## config.mk

```make
export PLATFORM = sky130hd
export DESIGN_NAME = cksel_top
export DESIGN_NICKNAME = d
export VERILOG_FILES = /design/src/core/cksel_pkg.sv /design/src/core/cksel_top.sv
export SDC_FILE = /design/constraint.sdc
export NUM_CORES = 1
export LEC_CHECK = 0
export BUFFER_PORTS_ARGS = -buffer_cell sky130_fd_sc_hd__clkbuf_2
export CELL_PAD_IN_SITES_DETAIL_PLACEMENT = 1
export CELL_PAD_IN_SITES_GLOBAL_PLACEMENT = 2
export CORE_ASPECT_RATIO = 0.6
export CORE_MARGIN = 2
export CORE_UTILIZATION = 39
export CTS_CLUSTER_DIAMETER = 30
export CTS_CLUSTER_SIZE = 40
export DETAILED_ROUTE_END_ITERATION = 10
export PLACE_DENSITY_LB_ADDON = 0.1
export SETUP_SLACK_MARGIN = 0.3
export SLEW_MARGIN = 20
export SYNTH_ARGS = -nofsm -noshare
export SYNTH_HDL_FRONTEND = slang
export SYNTH_SLANG_ARGS = --single-unit
```

## constraint.sdc

```tcl
create_clock -name clk -period 6.35 [get_ports clk]
set_input_delay 0 -clock clk [delete_from_list [all_inputs] [get_ports clk]]
set_output_delay 0 -clock clk [all_outputs]
set_load 0.01 [all_outputs]
```

## src/core/cksel_pkg.sv

```systemverilog
package cksel_pkg;
  // register offsets
  localparam logic [8:0] ADR_OSC_CTRL0 = 9'h1E0;
  localparam logic [8:0] ADR_TMR_CLK = 9'h031;
  localparam logic [8:0] ADR_FAST_TRIM = 9'h034;
  localparam logic [8:0] ADR_SLOW_TRIM = 9'h036;
  localparam logic [8:0] ADR_USB_LOCK = 9'h039;
  localparam logic [8:0] ADR_CLK_CFG = 9'h03A;
  localparam logic [8:0] ADR_TBL_SEL = 9'h03B;
  localparam logic [8:0] ADR_STATUS = 9'h03C;
  localparam logic [8:0] ADR_TBL_B0 = 9'h0F8;
  localparam logic [8:0] ADR_TBL_B1 = 9'h0F9;
  // reset values
  localparam logic [7:0] RST_OSC_CTRL0 = 8'h00;
  localparam logic [7:0] RST_TMR_CLK = 8'h0C;
  localparam logic [2:0] RST_FOFFSET = 3'h0;
  localparam logic [1:0] RST_USB_LOCK = 2'h0;
  localparam logic [3:0] RST_CLK_CFG = 4'h0;
  // source codes
  localparam logic [1:0] SRC_FAST = 2'h0;
  localparam logic [1:0] SRC_SLOW = 2'h2;
  localparam logic [1:0] SRC_CAPT = 2'h3;
  localparam logic [1:0] CAP_OFF = 2'h3;
  // clock output sources
  localparam logic [1:0] OUT_EXT = 2'h0;
  localparam logic [1:0] OUT_FAST = 2'h1;
  localparam logic [1:0] OUT_SLOW = 2'h2;
  localparam logic [1:0] OUT_CPU = 2'h3;
  // slow bias code that must not be used
  localparam logic [1:0] BIAS_BAD = 2'h2;
  // fast oscillator nominal and lock window
  localparam int FAST_HZ = 24000000;
  localparam int MARK_US = 1000;
  localparam int TOL_PERMILLE = 15;
  localparam int TUNE_EXPECT = FAST_HZ / 1000 * MARK_US / 1000;
  localparam int TUNE_TOL = TUNE_EXPECT * TOL_PERMILLE / 1000;

  typedef struct packed {
    logic [2:0] foffset;
    logic [4:0] gain;
  } cksel_fast_trim_t;

  typedef struct packed {
    logic low_power;
    logic [1:0] bias;
    logic [3:0] freq;
  } cksel_slow_trim_t;
endpackage

```

## src/core/cksel_top.sv

```systemverilog
`timescale 1ns/1ps
// Notes on behaviour
// - four derived clocks selected independently
// - processor clock divides fast by 2^n
// - usb clock is fast, optionally halved
// - interval source fast, slow, or capture
// - interval prescale of 1 to 4
// - capture source fast or slow, not sleep
// - clock pin from four selectable sources
// - slow clock for wakeup and power sequencing
// - fast oscillator tuned from usb traffic unless usb clock is halved
// - fine offset bits 7:5, reset zero
// - gain, slow bias and freq loaded from factory at boot
// - gain bits 4:0 set offset step
// - slow bit 7 selects low power
// - bias field 00 mid, 01 high
// - slow frequency trim in bits 3:0
// - table 0 gives silicon id at F8/F9 once selected by a write
// - speed codes map to cpu rates
// - capture divider 2, 4, 6, 8
// - interval divider 1 to 4, reset 11
module cksel_top #(
  parameter logic [15:0] SILICON_ID = 16'hA5C3, // arbitrary value
  parameter int WAKE_TICKS = 16,
  parameter int TUNE_EXPECT = cksel_pkg::TUNE_EXPECT,
  parameter int TUNE_TOL = cksel_pkg::TUNE_TOL
) (
  // clock and reset
  input wire logic clk,
  input wire logic srst,
  input wire logic ce,
  // register port
  input wire logic [8:0] addr,
  input wire logic [7:0] wr_data,
  input wire logic wr_en,
  input wire logic rd_en,
  output logic [7:0] rd_data,
  // oscillator ticks and system state
  input wire logic fast_osc_tick,
  input wire logic slow_osc_tick,
  input wire logic sleep_mode,
  input wire logic suspend_mode,
  input wire logic main_clock_stopped,
  // pins
  input wire logic external_clock_input,
  input wire logic usb_frame_mark,
  output logic clock_output_pin,
  output logic clock_output_pin_oe,
  // factory calibration
  input wire logic [4:0] factory_gain,
  input wire logic [6:0] factory_slow,
  // derived clock enables
  output logic processor_clock_en,
  output logic usb_engine_clock_en,
  output logic interval_timer_clock_en,
  output logic capture_timer_clock_en,
  output logic wakeup_pulse,
  output logic power_seq_clock_en,
  // trims to the oscillators
  output cksel_pkg::cksel_fast_trim_t fast_trim,
  output cksel_pkg::cksel_slow_trim_t slow_trim
);

  function automatic logic [7:0] cpu_div(input logic [2:0] speed);
    logic [7:0] d;
    d = 8'h08;
    case (speed)
      3'h0: d = 8'h08;
      3'h1: d = 8'h04;
      3'h2: d = 8'h02;
      3'h3: d = 8'h01;
      3'h4: d = 8'h10;
      3'h5: d = 8'h20;
      3'h6: d = 8'h80;
      default: d = 8'h08;
    endcase
    return d;
  endfunction

  function automatic logic hit(input logic [7:0] cnt, input logic [7:0] lim);
    return cnt >= lim - 8'h01;
  endfunction

  ////////////////////////////////////////////////////////////////////
  // registers
  logic [7:0] osc_ctrl0_r;
  logic [7:0] tmr_clk_r;
  logic [1:0] usb_lock_r;
  logic [3:0] clk_cfg_r;
  logic [2:0] tbl_sel_r;
  logic [15:0] tbl_data_r;
  cksel_pkg::cksel_fast_trim_t ftrim_r, ftrim_nxt;
  cksel_pkg::cksel_slow_trim_t strim_r;
  logic boot_pend_r;
  logic [7:0] rd_data_r;

  wire wr_osc = wr_en && addr == cksel_pkg::ADR_OSC_CTRL0;
  wire wr_tmr = wr_en && addr == cksel_pkg::ADR_TMR_CLK;
  wire wr_ftrim = wr_en && addr == cksel_pkg::ADR_FAST_TRIM;
  wire wr_strim = wr_en && addr == cksel_pkg::ADR_SLOW_TRIM;
  wire wr_lock = wr_en && addr == cksel_pkg::ADR_USB_LOCK;
  wire wr_cfg = wr_en && addr == cksel_pkg::ADR_CLK_CFG;
  wire wr_tbl = wr_en && addr == cksel_pkg::ADR_TBL_SEL;

  wire [2:0] cpu_speed = osc_ctrl0_r[2:0];
  wire [1:0] itm_sel = tmr_clk_r[1:0];
  wire [1:0] itm_div = tmr_clk_r[3:2];
  wire [1:0] cap_sel = tmr_clk_r[5:4];
  wire [1:0] cap_div = tmr_clk_r[7:6];
  wire usb_half = clk_cfg_r[0];
  wire [1:0] out_sel = clk_cfg_r[2:1];
  wire filt_en = clk_cfg_r[3];
  wire tune_off = usb_lock_r[0];
  wire fine_only = usb_lock_r[1];

  always_ff @(posedge clk) begin
    if (srst) begin
      osc_ctrl0_r <= cksel_pkg::RST_OSC_CTRL0;
      tmr_clk_r <= cksel_pkg::RST_TMR_CLK;
      usb_lock_r <= cksel_pkg::RST_USB_LOCK;
      clk_cfg_r <= cksel_pkg::RST_CLK_CFG;
    end else if (ce) begin
      if (wr_osc) osc_ctrl0_r <= {2'h0, wr_data[5:0]};
      if (wr_tmr) tmr_clk_r <= wr_data;
      if (wr_lock) usb_lock_r <= wr_data[1:0];
      if (wr_cfg) clk_cfg_r <= wr_data[3:0];
    end
  end

  // slow trim: boot load, then software
  always_ff @(posedge clk) begin
    if (srst) begin
      strim_r <= '0;
      boot_pend_r <= 1'b1;
    end else if (ce) begin
      boot_pend_r <= 1'b0;
      if (boot_pend_r) begin
        strim_r <= {1'b0, factory_slow[5:0]};
      end else if (wr_strim) begin
        strim_r.low_power <= wr_data[7];
        strim_r.bias <= wr_data[5:4];
        strim_r.freq <= wr_data[3:0];
      end
    end
  end

  // table read returns silicon id only after a select write of table 0
  always_ff @(posedge clk) begin
    if (srst) begin
      tbl_sel_r <= 3'h0;
      tbl_data_r <= 16'h0000;
    end else if (ce && wr_tbl) begin
      tbl_sel_r <= wr_data[2:0];
      tbl_data_r <= (wr_data[2:0] == 3'h0) ? SILICON_ID : 16'h0000;
    end
  end

  ////////////////////////////////////////////////////////////////////
  // pin synchronisers and clock input filter
  logic [1:0] ext_sync_r, mark_sync_r;
  logic ext_prev_r, ext_filt_r, mark_prev_r;
  wire ext_s = ext_sync_r[1];
  wire mark_edge = mark_sync_r[1] && !mark_prev_r;

  always_ff @(posedge clk) begin
    if (srst) begin
      ext_sync_r <= 2'h0;
      mark_sync_r <= 2'h0;
      ext_prev_r <= 1'b0;
      ext_filt_r <= 1'b0;
      mark_prev_r <= 1'b0;
    end else if (ce) begin
      ext_sync_r <= {ext_sync_r[0], external_clock_input};
      mark_sync_r <= {mark_sync_r[0], usb_frame_mark};
      ext_prev_r <= ext_s;
      mark_prev_r <= mark_sync_r[1];
      if (!filt_en || ext_s == ext_prev_r) ext_filt_r <= ext_s;
    end
  end

  ////////////////////////////////////////////////////////////////////
  // derived clocks; limits change only at a period boundary or while capture is off
  logic [7:0] cpu_cnt_r, cpu_lim_r;
  logic usb_ph_r, usb_half_r;
  logic [7:0] cap_cnt_r, cap_lim_r;
  logic [1:0] cap_src_r;
  logic [7:0] itm_cnt_r, itm_lim_r;
  logic [1:0] itm_src_r;
  logic cpu_en_r, usb_en_r, cap_en_r, itm_en_r;

  wire slow_ok = slow_osc_tick && !sleep_mode;
  wire cap_tick = (cap_src_r == cksel_pkg::SRC_FAST) ? fast_osc_tick :
                  (cap_src_r == cksel_pkg::SRC_SLOW) ? slow_ok : 1'b0;
  wire itm_tick = (itm_src_r == cksel_pkg::SRC_FAST) ? fast_osc_tick :
                  (itm_src_r == cksel_pkg::SRC_SLOW) ? slow_ok :
                  (itm_src_r == cksel_pkg::SRC_CAPT) ? cap_en_r : 1'b0;
  wire cpu_wrap = fast_osc_tick && hit(cpu_cnt_r, cpu_lim_r);
  wire cap_wrap = cap_tick && hit(cap_cnt_r, cap_lim_r);
  wire itm_wrap = itm_tick && hit(itm_cnt_r, itm_lim_r);
  wire usb_wrap = fast_osc_tick && (usb_ph_r || !usb_half_r);
  wire [7:0] cap_lim_new = {5'h00, cap_div, 1'b0} + 8'h02;
  wire [7:0] itm_lim_new = {6'h00, itm_div} + 8'h01;

  always_ff @(posedge clk) begin
    if (srst) begin
      cpu_cnt_r <= 8'h00;
      cpu_lim_r <= 8'h08;
      cpu_en_r <= 1'b0;
    end else if (ce) begin
      cpu_en_r <= cpu_wrap;
      if (cpu_wrap) begin
        cpu_cnt_r <= 8'h00;
        cpu_lim_r <= cpu_div(cpu_speed);
      end else if (fast_osc_tick) begin
        cpu_cnt_r <= cpu_cnt_r + 8'h01;
      end
    end
  end

  always_ff @(posedge clk) begin
    if (srst) begin
      usb_ph_r <= 1'b0;
      usb_half_r <= 1'b0;
      usb_en_r <= 1'b0;
    end else if (ce) begin
      usb_en_r <= usb_wrap;
      if (usb_wrap) begin
        usb_ph_r <= 1'b0;
        usb_half_r <= usb_half;
      end else if (fast_osc_tick) begin
        usb_ph_r <= 1'b1;
      end
    end
  end

  always_ff @(posedge clk) begin
    if (srst) begin
      cap_cnt_r <= 8'h00;
      cap_lim_r <= 8'h02;
      cap_src_r <= cksel_pkg::SRC_FAST;
      cap_en_r <= 1'b0;
    end else if (ce) begin
      cap_en_r <= cap_wrap;
      if (cap_wrap || cap_src_r == cksel_pkg::CAP_OFF) begin
        cap_cnt_r <= 8'h00;
        cap_lim_r <= cap_lim_new;
        cap_src_r <= cap_sel;
      end else if (cap_tick) begin
        cap_cnt_r <= cap_cnt_r + 8'h01;
      end
    end
  end

  always_ff @(posedge clk) begin
    if (srst) begin
      itm_cnt_r <= 8'h00;
      itm_lim_r <= 8'h04;
      itm_src_r <= cksel_pkg::SRC_FAST;
      itm_en_r <= 1'b0;
    end else if (ce) begin
      itm_en_r <= itm_wrap;
      if (itm_wrap) begin
        itm_cnt_r <= 8'h00;
        itm_lim_r <= itm_lim_new;
        itm_src_r <= itm_sel;
      end else if (itm_tick) begin
        itm_cnt_r <= itm_cnt_r + 8'h01;
      end
    end
  end

  ////////////////////////////////////////////////////////////////////
  // clock output pin; source switches only while the pin is low
  logic pin_r, pin_oe_r;
  logic [1:0] pin_src_r;
  wire pin_tick = (pin_src_r == cksel_pkg::OUT_FAST) ? fast_osc_tick :
                  (pin_src_r == cksel_pkg::OUT_SLOW) ? slow_ok :
                  (pin_src_r == cksel_pkg::OUT_CPU) ? cpu_en_r : 1'b0;

  always_ff @(posedge clk) begin
    if (srst) begin
      pin_r <= 1'b0;
      pin_oe_r <= 1'b0;
      pin_src_r <= cksel_pkg::OUT_EXT;
    end else if (ce) begin
      pin_oe_r <= 1'b1;
      if (!pin_r) pin_src_r <= out_sel;
      if (pin_src_r == cksel_pkg::OUT_EXT) pin_r <= ext_filt_r;
      else if (pin_tick) pin_r <= !pin_r;
    end
  end

  ////////////////////////////////////////////////////////////////////
  // slow clock duties in suspend and power sequencing
  logic [15:0] wake_cnt_r;
  logic wake_r, seq_en_r;
  wire wake_hit = wake_cnt_r >= 16'(WAKE_TICKS - 1);

  always_ff @(posedge clk) begin
    if (srst) begin
      wake_cnt_r <= 16'h0000;
      wake_r <= 1'b0;
      seq_en_r <= 1'b0;
    end else if (ce) begin
      seq_en_r <= slow_osc_tick && main_clock_stopped;
      wake_r <= suspend_mode && slow_osc_tick && wake_hit;
      if (!suspend_mode) wake_cnt_r <= 16'h0000;
      else if (slow_osc_tick) wake_cnt_r <= wake_hit ? 16'h0000 : wake_cnt_r + 16'h0001;
    end
  end

  ////////////////////////////////////////////////////////////////////
  // fast oscillator tuning against usb frame marks
  logic [15:0] tune_cnt_r;
  logic tune_armed_r, locked_r, coarse_r;
  wire tune_run = !tune_off && !usb_half_r;
  wire too_fast = tune_cnt_r > 16'(TUNE_EXPECT);
  wire too_slow = tune_cnt_r < 16'(TUNE_EXPECT);
  wire far_off = tune_cnt_r > 16'(TUNE_EXPECT + TUNE_TOL) ||
                 tune_cnt_r < 16'(TUNE_EXPECT - TUNE_TOL);
  wire tune_step = tune_run && tune_armed_r && mark_edge;

  always_comb begin
    ftrim_nxt = ftrim_r;
    if (boot_pend_r) begin
      ftrim_nxt.gain = factory_gain;
      ftrim_nxt.foffset = cksel_pkg::RST_FOFFSET;
    end else if (wr_ftrim) begin
      ftrim_nxt = wr_data;
    end else if (tune_step) begin
      if (too_fast && ftrim_r.foffset != 3'h0) ftrim_nxt.foffset = ftrim_r.foffset - 3'h1;
      else if (too_slow && ftrim_r.foffset != 3'h7) ftrim_nxt.foffset = ftrim_r.foffset + 3'h1;
      else if (far_off && !fine_only && ftrim_r.gain != 5'h00) begin
        ftrim_nxt.gain = ftrim_r.gain - 5'h01;
      end
    end
  end

  always_ff @(posedge clk) begin
    if (srst) begin
      ftrim_r <= '0;
      tune_cnt_r <= 16'h0000;
      tune_armed_r <= 1'b0;
      locked_r <= 1'b0;
      coarse_r <= 1'b0;
    end else if (ce) begin
      ftrim_r <= ftrim_nxt;
      if (!tune_run) begin
        tune_armed_r <= 1'b0;
        tune_cnt_r <= 16'h0000;
      end else if (mark_edge) begin
        tune_armed_r <= 1'b1;
        tune_cnt_r <= 16'h0000;
        if (tune_armed_r) begin
          locked_r <= !far_off;
          coarse_r <= far_off && !fine_only;
        end
      end else if (fast_osc_tick && tune_cnt_r != 16'hFFFF) begin
        tune_cnt_r <= tune_cnt_r + 16'h0001;
      end
    end
  end

  ////////////////////////////////////////////////////////////////////
  // read path, data one cycle after the strobe
  logic [7:0] rd_mux;
  always_comb begin
    rd_mux = 8'h00;
    unique case (addr)
      cksel_pkg::ADR_OSC_CTRL0: rd_mux = osc_ctrl0_r;
      cksel_pkg::ADR_TMR_CLK: rd_mux = tmr_clk_r;
      cksel_pkg::ADR_FAST_TRIM: rd_mux = ftrim_r;
      cksel_pkg::ADR_SLOW_TRIM: rd_mux = {strim_r.low_power, 1'b0, strim_r.bias, strim_r.freq};
      cksel_pkg::ADR_USB_LOCK: rd_mux = {6'h00, usb_lock_r};
      cksel_pkg::ADR_CLK_CFG: rd_mux = {4'h0, clk_cfg_r};
      cksel_pkg::ADR_TBL_SEL: rd_mux = {5'h00, tbl_sel_r};
      cksel_pkg::ADR_STATUS: rd_mux = {5'h00, tune_armed_r, coarse_r, locked_r};
      cksel_pkg::ADR_TBL_B0: rd_mux = tbl_data_r[15:8];
      cksel_pkg::ADR_TBL_B1: rd_mux = tbl_data_r[7:0];
      default: rd_mux = 8'h00;
    endcase
  end

  always_ff @(posedge clk) begin
    if (srst) rd_data_r <= 8'h00;
    else if (ce) rd_data_r <= rd_en ? rd_mux : 8'h00;
  end

  assign rd_data = rd_data_r;
  assign clock_output_pin = pin_r;
  assign clock_output_pin_oe = pin_oe_r;
  assign processor_clock_en = cpu_en_r;
  assign usb_engine_clock_en = usb_en_r;
  assign interval_timer_clock_en = itm_en_r;
  assign capture_timer_clock_en = cap_en_r;
  assign wakeup_pulse = wake_r;
  assign power_seq_clock_en = seq_en_r;
  assign fast_trim = ftrim_r;
  assign slow_trim = strim_r;

endmodule

```

=== Word level (Yosys, flattened, before mapping) ===
Cells that the tools add are included.

* Flip-flop bits (word level): 169
* Bits of input ports: 41
* Output and inout port bits: 31
* Word-level logic and storage cells: 209

* Add/subtract/negate cells: 13
* $lt $le $gt $ge: 8
* Equality and inequality tests: 31
* Multiplexer cells: 40
* Bitwise logic cells: 1
* Reductions and logical operators: 74

{| class="wikitable"
|+ Operator list
! operator !! count
|-
| $mux W16 || 7
|-
| $mux W8 || 10
|-
| $pmux W8 S10 || 1
|-
| $eq A9 B6 Y1 const B || 7
|-
| $pmux W8 S6 || 1
|-
| $reduce_and A2 Y1 || 19
|-
| $add A16 B1 Y16 const B || 2
|-
| $gt A16 B15 Y1 const B || 2
|-
| $lt A16 B15 Y1 const B || 2
|-
| $logic_and A1 B1 Y1 || 25
|-
| $add A8 B1 Y8 const B || 3
|-
| $ge A8 B8 Y1 || 3
|-
| $sub A8 B1 Y8 const B || 3
|-
| $eq A9 B8 Y1 const B || 2
|-
| $ge A16 B4 Y1 const B || 1
|-
| $ne A16 B16 Y1 const B || 1
|-
| $mux W5 || 3
|-
| $mux W1 || 14
|-
| $mux W7 || 2
|-
| $eq A2 B2 Y1 const B || 6
|-
| $reduce_bool A2 Y1 || 6
|-
| $eq A3 B3 Y1 const B || 3
|-
| $eq A9 B9 Y1 const B || 1
|-
| $ne A3 B3 Y1 const B || 3
|-
| 23 further kinds || 40
|}

=== Longest topological paths before layout ===
* Word-level depth: 10
* Gate-level depth with buffers: 12
* Mapped depth without buffers: 11

=== Least setup slack after synthesis ===
No wires, ideal clock.

* Path type: reg2reg
* Start point: reg cap_lim_r[1]
* End point: reg cap_cnt_r[4]
* Setup time: 74 ps
* Arrival: 2395 ps
* Required time: 6276 ps
* Setup slack: 3881 ps
* Stages on the path, launching flop included: 12
* Path buffers: 0
* Period minus slack after synthesis: 2469 ps
* Cell sequence: dfxtp_1 > inv_1 > ha_1 > ha_1 > inv_1 > ha_1 > a21oi_1 > o21ai_0 > o21ai_0 > o21ai_1 > or4_1 > a31oi_1

* Cells in the longest elaborated chain, start to end: 6
* Elaborated cells on any way between the ends: 7
* Those cells by class: add/sub: 1; order compare: 1; mux: 1; reduce/logical: 4

{| class="wikitable"
|+ RTL lines
! what !! line !! text
|-
| from (decl) || cksel_top.sv:185 || <nowiki>logic [7:0] cap_cnt_r, cap_lim_r;</nowiki>
|-
| from (signal assigned) || cksel_top.sv:246 || <nowiki>cap_lim_r <= cap_lim_new;</nowiki>
|-
| $sub A8 B1 Y8 (*) || cksel_top.sv:81 || <nowiki>return cnt >= lim - 8'h01;</nowiki>
|-
| $ge A8 B8 Y1 (*) || cksel_top.sv:81 ||
|-
| $logic_and A1 B1 Y1 (*) || cksel_top.sv:198 || <nowiki>wire cap_wrap = cap_tick && hit(cap_cnt_r, cap_lim_r);</nowiki>
|-
| $logic_or A1 B1 Y1 (*) || cksel_top.sv:244 || <nowiki>if (cap_wrap || cap_src_r == cksel_pkg::CAP_OFF) begin</nowiki>
|-
| $reduce_bool A2 Y1 (no source line) || n/a ||
|-
| $reduce_and A2 Y1 (no source line) || n/a ||
|-
| to (signal assigned) || cksel_top.sv:249 || <nowiki>cap_cnt_r <= cap_cnt_r + 8'h01;</nowiki>
|-
| to (decl) || cksel_top.sv:185 ||
|}

Every way passes the cells marked *; elsewhere a longest branch is shown, timed or not.
A chain may end at the register's enable or synchronous reset.

=== Worst setup path in the final report ===
Ends and elaborated chain as after synthesis.

==> impl_results.md <==
- GP Congestion: 0.846
- Worst endpoint required time: 6.71 ns
- Clk Latency, worst-skew pair: 0.43 ns
- Yosys reg bits: 143
- Routed len/inst: 19.3 um
- CP Max Fanout: 9
- DP Area: 8370 um2
- Largest cells by area after synthesis: dfxtp_1 (36%), mux2i_1 (6.4%), ha_1 (5.9%)
- Drt drc: 0
- Leak: 3.61 nW
- Max-slew violations: 0
- Top cell family by delay on the critical path: compound AO/OA/AOI/OAI gates
- Post-DP HPWL: 17500 um
- Worst Hold Launch: wr_data[1]
- Worst R2R Path Depth: 11
- Reg2reg setup slack: 3.38 ns
- Setup violators final: 0
- Max Cap Violations: 0
- Sequential element share of the synthesized area: 36.4%
- Die width: 187 um
- Outcome: complete, no violations
- Hold depth: 3
- Worst R2R End: cap_cnt_r[4]
- Post-synth top area share: 36.4%
- Worst path cell trace: inv_1, ha_1, ha_1, inv_1, ha_1, a21oi_1, o21ai_0, o21ai_0, o21ai_1, or4_1, a31oi_1
- Inserted Diodes: 0
- Largest net degree at the start of global routing: 80
- Internal power: 1.62 mW
- Cell area after synthesis: 7870 um2
- # Post-CTS Setup Buffers: 0
- Synth Instances: 933
- Slew margin rel.: 39.4%
- # nets final: 1074
- Max Root-Sink Buffers: 2
- Async SR Flop Fraction: 0%
- Data arrival, critical path: 3.32 ns
- Most common cell after layout, fill and taps aside: dfxtp_1
- GRT Total Usage: 23.9%
- Critical path launch point type: flip-flop
- Synthesis warning total: 0
- Die Y: 114 um
- Clk slew on worst S/H paths: 0.06 ns
- Pwr/cell area: 234 nW/um2
- Buf+Inv Stages, Crit Path: 2
- Vias in the first global route: 7364
- HP Class: primary input to flip-flop
- Hold buffers post-CTS: 27
- NetSw: 543 uW
- Worst-Margin Slew: 0.908 ns
- Crit path launch: cap_lim_r[1]
- Placed cell count: 1222
- Post-route setup TNS: 0 ns
- Hold Vio Cnt, Final: 0
- Number of CTS-inserted buffers: 17
- Avg Cell Area, Syn: 8.43 um2
- Port bufs: 70
- Worst slack at placement: 3.32 ns
- Crit path top cell by count: ha_1
- RSZ-0062 raised after global routing: no
- CTS tree: yes
- Clock sinks: 143
- Finished Cell Area: 9260 um2
- Fraction of layout cells with a size suffix above 1: 12.6%
- Starting density of the core: 39.6%
- WHS Endpoint: osc_ctrl0_r[1]
- RR Startpoint: cap_lim_r[1]
- Antenna violations before repair: 0
- Post-Layout Cell Count: 1281
- Final WL: 24700 um
- Min Clock Period, post-route: 2.97 ns
- Grt total ovfl: 0
- I/O pins: 72
- Clock Skew: 0.0114 ns
- Largest area contributor in the netlist: dfxtp_1
- Critical-path top delay cell: or4_1
- VDD IR max: 0.190 mV
- Period utilisation layout: 46.7%
- Comb power frac: 8.1%
- EDFF count, synth: 0
- Core footprint: 19900 um2
- Critical path's largest stage delay: 0.57 ns
- Syn_nets: 1012
- CTS resizes: 0
- Setup ws final: 3.38 ns
- Critical Path End Type: flip-flop
- Total power: 2.17 mW
- Pre-antenna DRT Iters: 7
- WS Path Type: flip-flop to flip-flop
- Die area: 21400 um2
- Number of routed nets with antenna violations: 0
- Seq pwr share: 43.0%
- Detailed-route via count: 7264
- # H-tree levels: 4
- Root Driver: clkbuf_16
- Synth cell types: 69
- FMAX: 337 MHz
- Most frequent cells in the layout: dfxtp_1 (143), nor2_1 (100), clkbuf_2 (69)
- Clock power share: 48.8%
- Starting DRT DRC Count: 437
- Prevailing post-synth register cell: dfxtp_1
- Area grow syn2layout: 17.6%
- Switching Fraction: 25.1%
- # rows: 40
- First-pass GRT wire length: 40400 um
- Vias per cell: 5.67
kinds of logic (layout without fill, tap and decap cells):
group	Yosys count	count (layout)	share of synthesized area [%]
and+or+nand+nor	385	385	25.5
AOI/OAI and AO/OA	182	182	16.2
DFF	143	143	36.4
buffers and inverters	91	166	4.52
muxes	51	51	6.50
xor gates and xnor gates	43	43	4.79
adders and majority gates	38	38	6.14
worst min-delay path, stage by stage:
cell and delay, ns:
clkbuf_2 0.23, mux2i_1 0.11, nor2_1 0.07
power by group through the flow:
stage          combinational, mW  clock, mW  sequential, mW
2_1_floorplan              0.102          0           0.946
3_3_place_gp               0.155          0           0.950
3_5_place_dp               0.164          0           0.951
4_1_cts                    0.176       1.08           0.931
5_1_grt                    0.195       1.11           0.934
6_report                   0.176       1.06           0.932
registers in the layout, indices dropped and copies added, names as in the netlist, 6 cells and up:
| name | cells |
|---|---|
| tune_cnt_r | 16 |
| osc_ctrl0_r | 6 |
| wake_cnt_r | 16 |
| itm_cnt_r | 8 |
| tmr_clk_r | 8 |
| cpu_lim_r | 7 |
| rd_data | 8 |
| cpu_cnt_r | 8 |
| cap_cnt_r | 8 |
| slow_trim | 7 |
| fast_trim | 8 |
worst max-delay path by stage:
stage | end | slack, ns | cells after the start
global route | cap_cnt_r[4] | 3.11 | 11
CTS | cpu_lim_r[3] | 3.26 | 11
floorplan | cap_cnt_r[4] | 3.88 | 11
finish | cap_cnt_r[4] | 3.38 | 11
detailed placement | cpu_lim_r[3] | 3.32 | 11
global placement | cpu_lim_r[3] | 3.47 | 11
stage by stage:
step,utilization (%),hold slack (ns)
final,46.6,0.0205
after global routing,46.6,0.0327
after floorplan,-,0.125
after detailed placement,42.1,0.246
after global placement,42.1,0.239
after CTS,46.5,0.00121
final cells by class:
class	count	area, um2
clock buffers	25	515
clock inverters	7	97.6
fillers	2396	10600
inverters	32	120
multi-input cells	699	4660
flip-flops and latches	143	2860
well taps	273	342
repair buffers	102	661
synth_stat cells, types with 9 or more instances:
cell type	count
nor3_1	46
dfxtp_1	143
ha_1	37
mux2i_1	50
clkbuf_1	45
o21ai_0	32
nor2_1	100
xnor2_1	21
or3_1	10
buf_2	11
o211ai_1	9
nor4_1	13
nand3_1	37
a21oi_1	46
nand4_1	29
a21o_1	13
a211oi_1	13
nand2_1	64
inv_1	32
xor2_1	22
nand2b_1	11
and3_1	13
nor2b_1	11
metal layers:
metal / track usage [%] / part of all wire (%) / vias up
met5: 0 / 0 / -
met4: 6.77 / 1.0 / 0
met3: 4.40 / 4.2 / 22
met2: 37.3 / 44 / 128
met1: 33.9 / 51 / 3607
li1: - / - / 3507
Note: power is estimated with default switching activity, not from simulation.
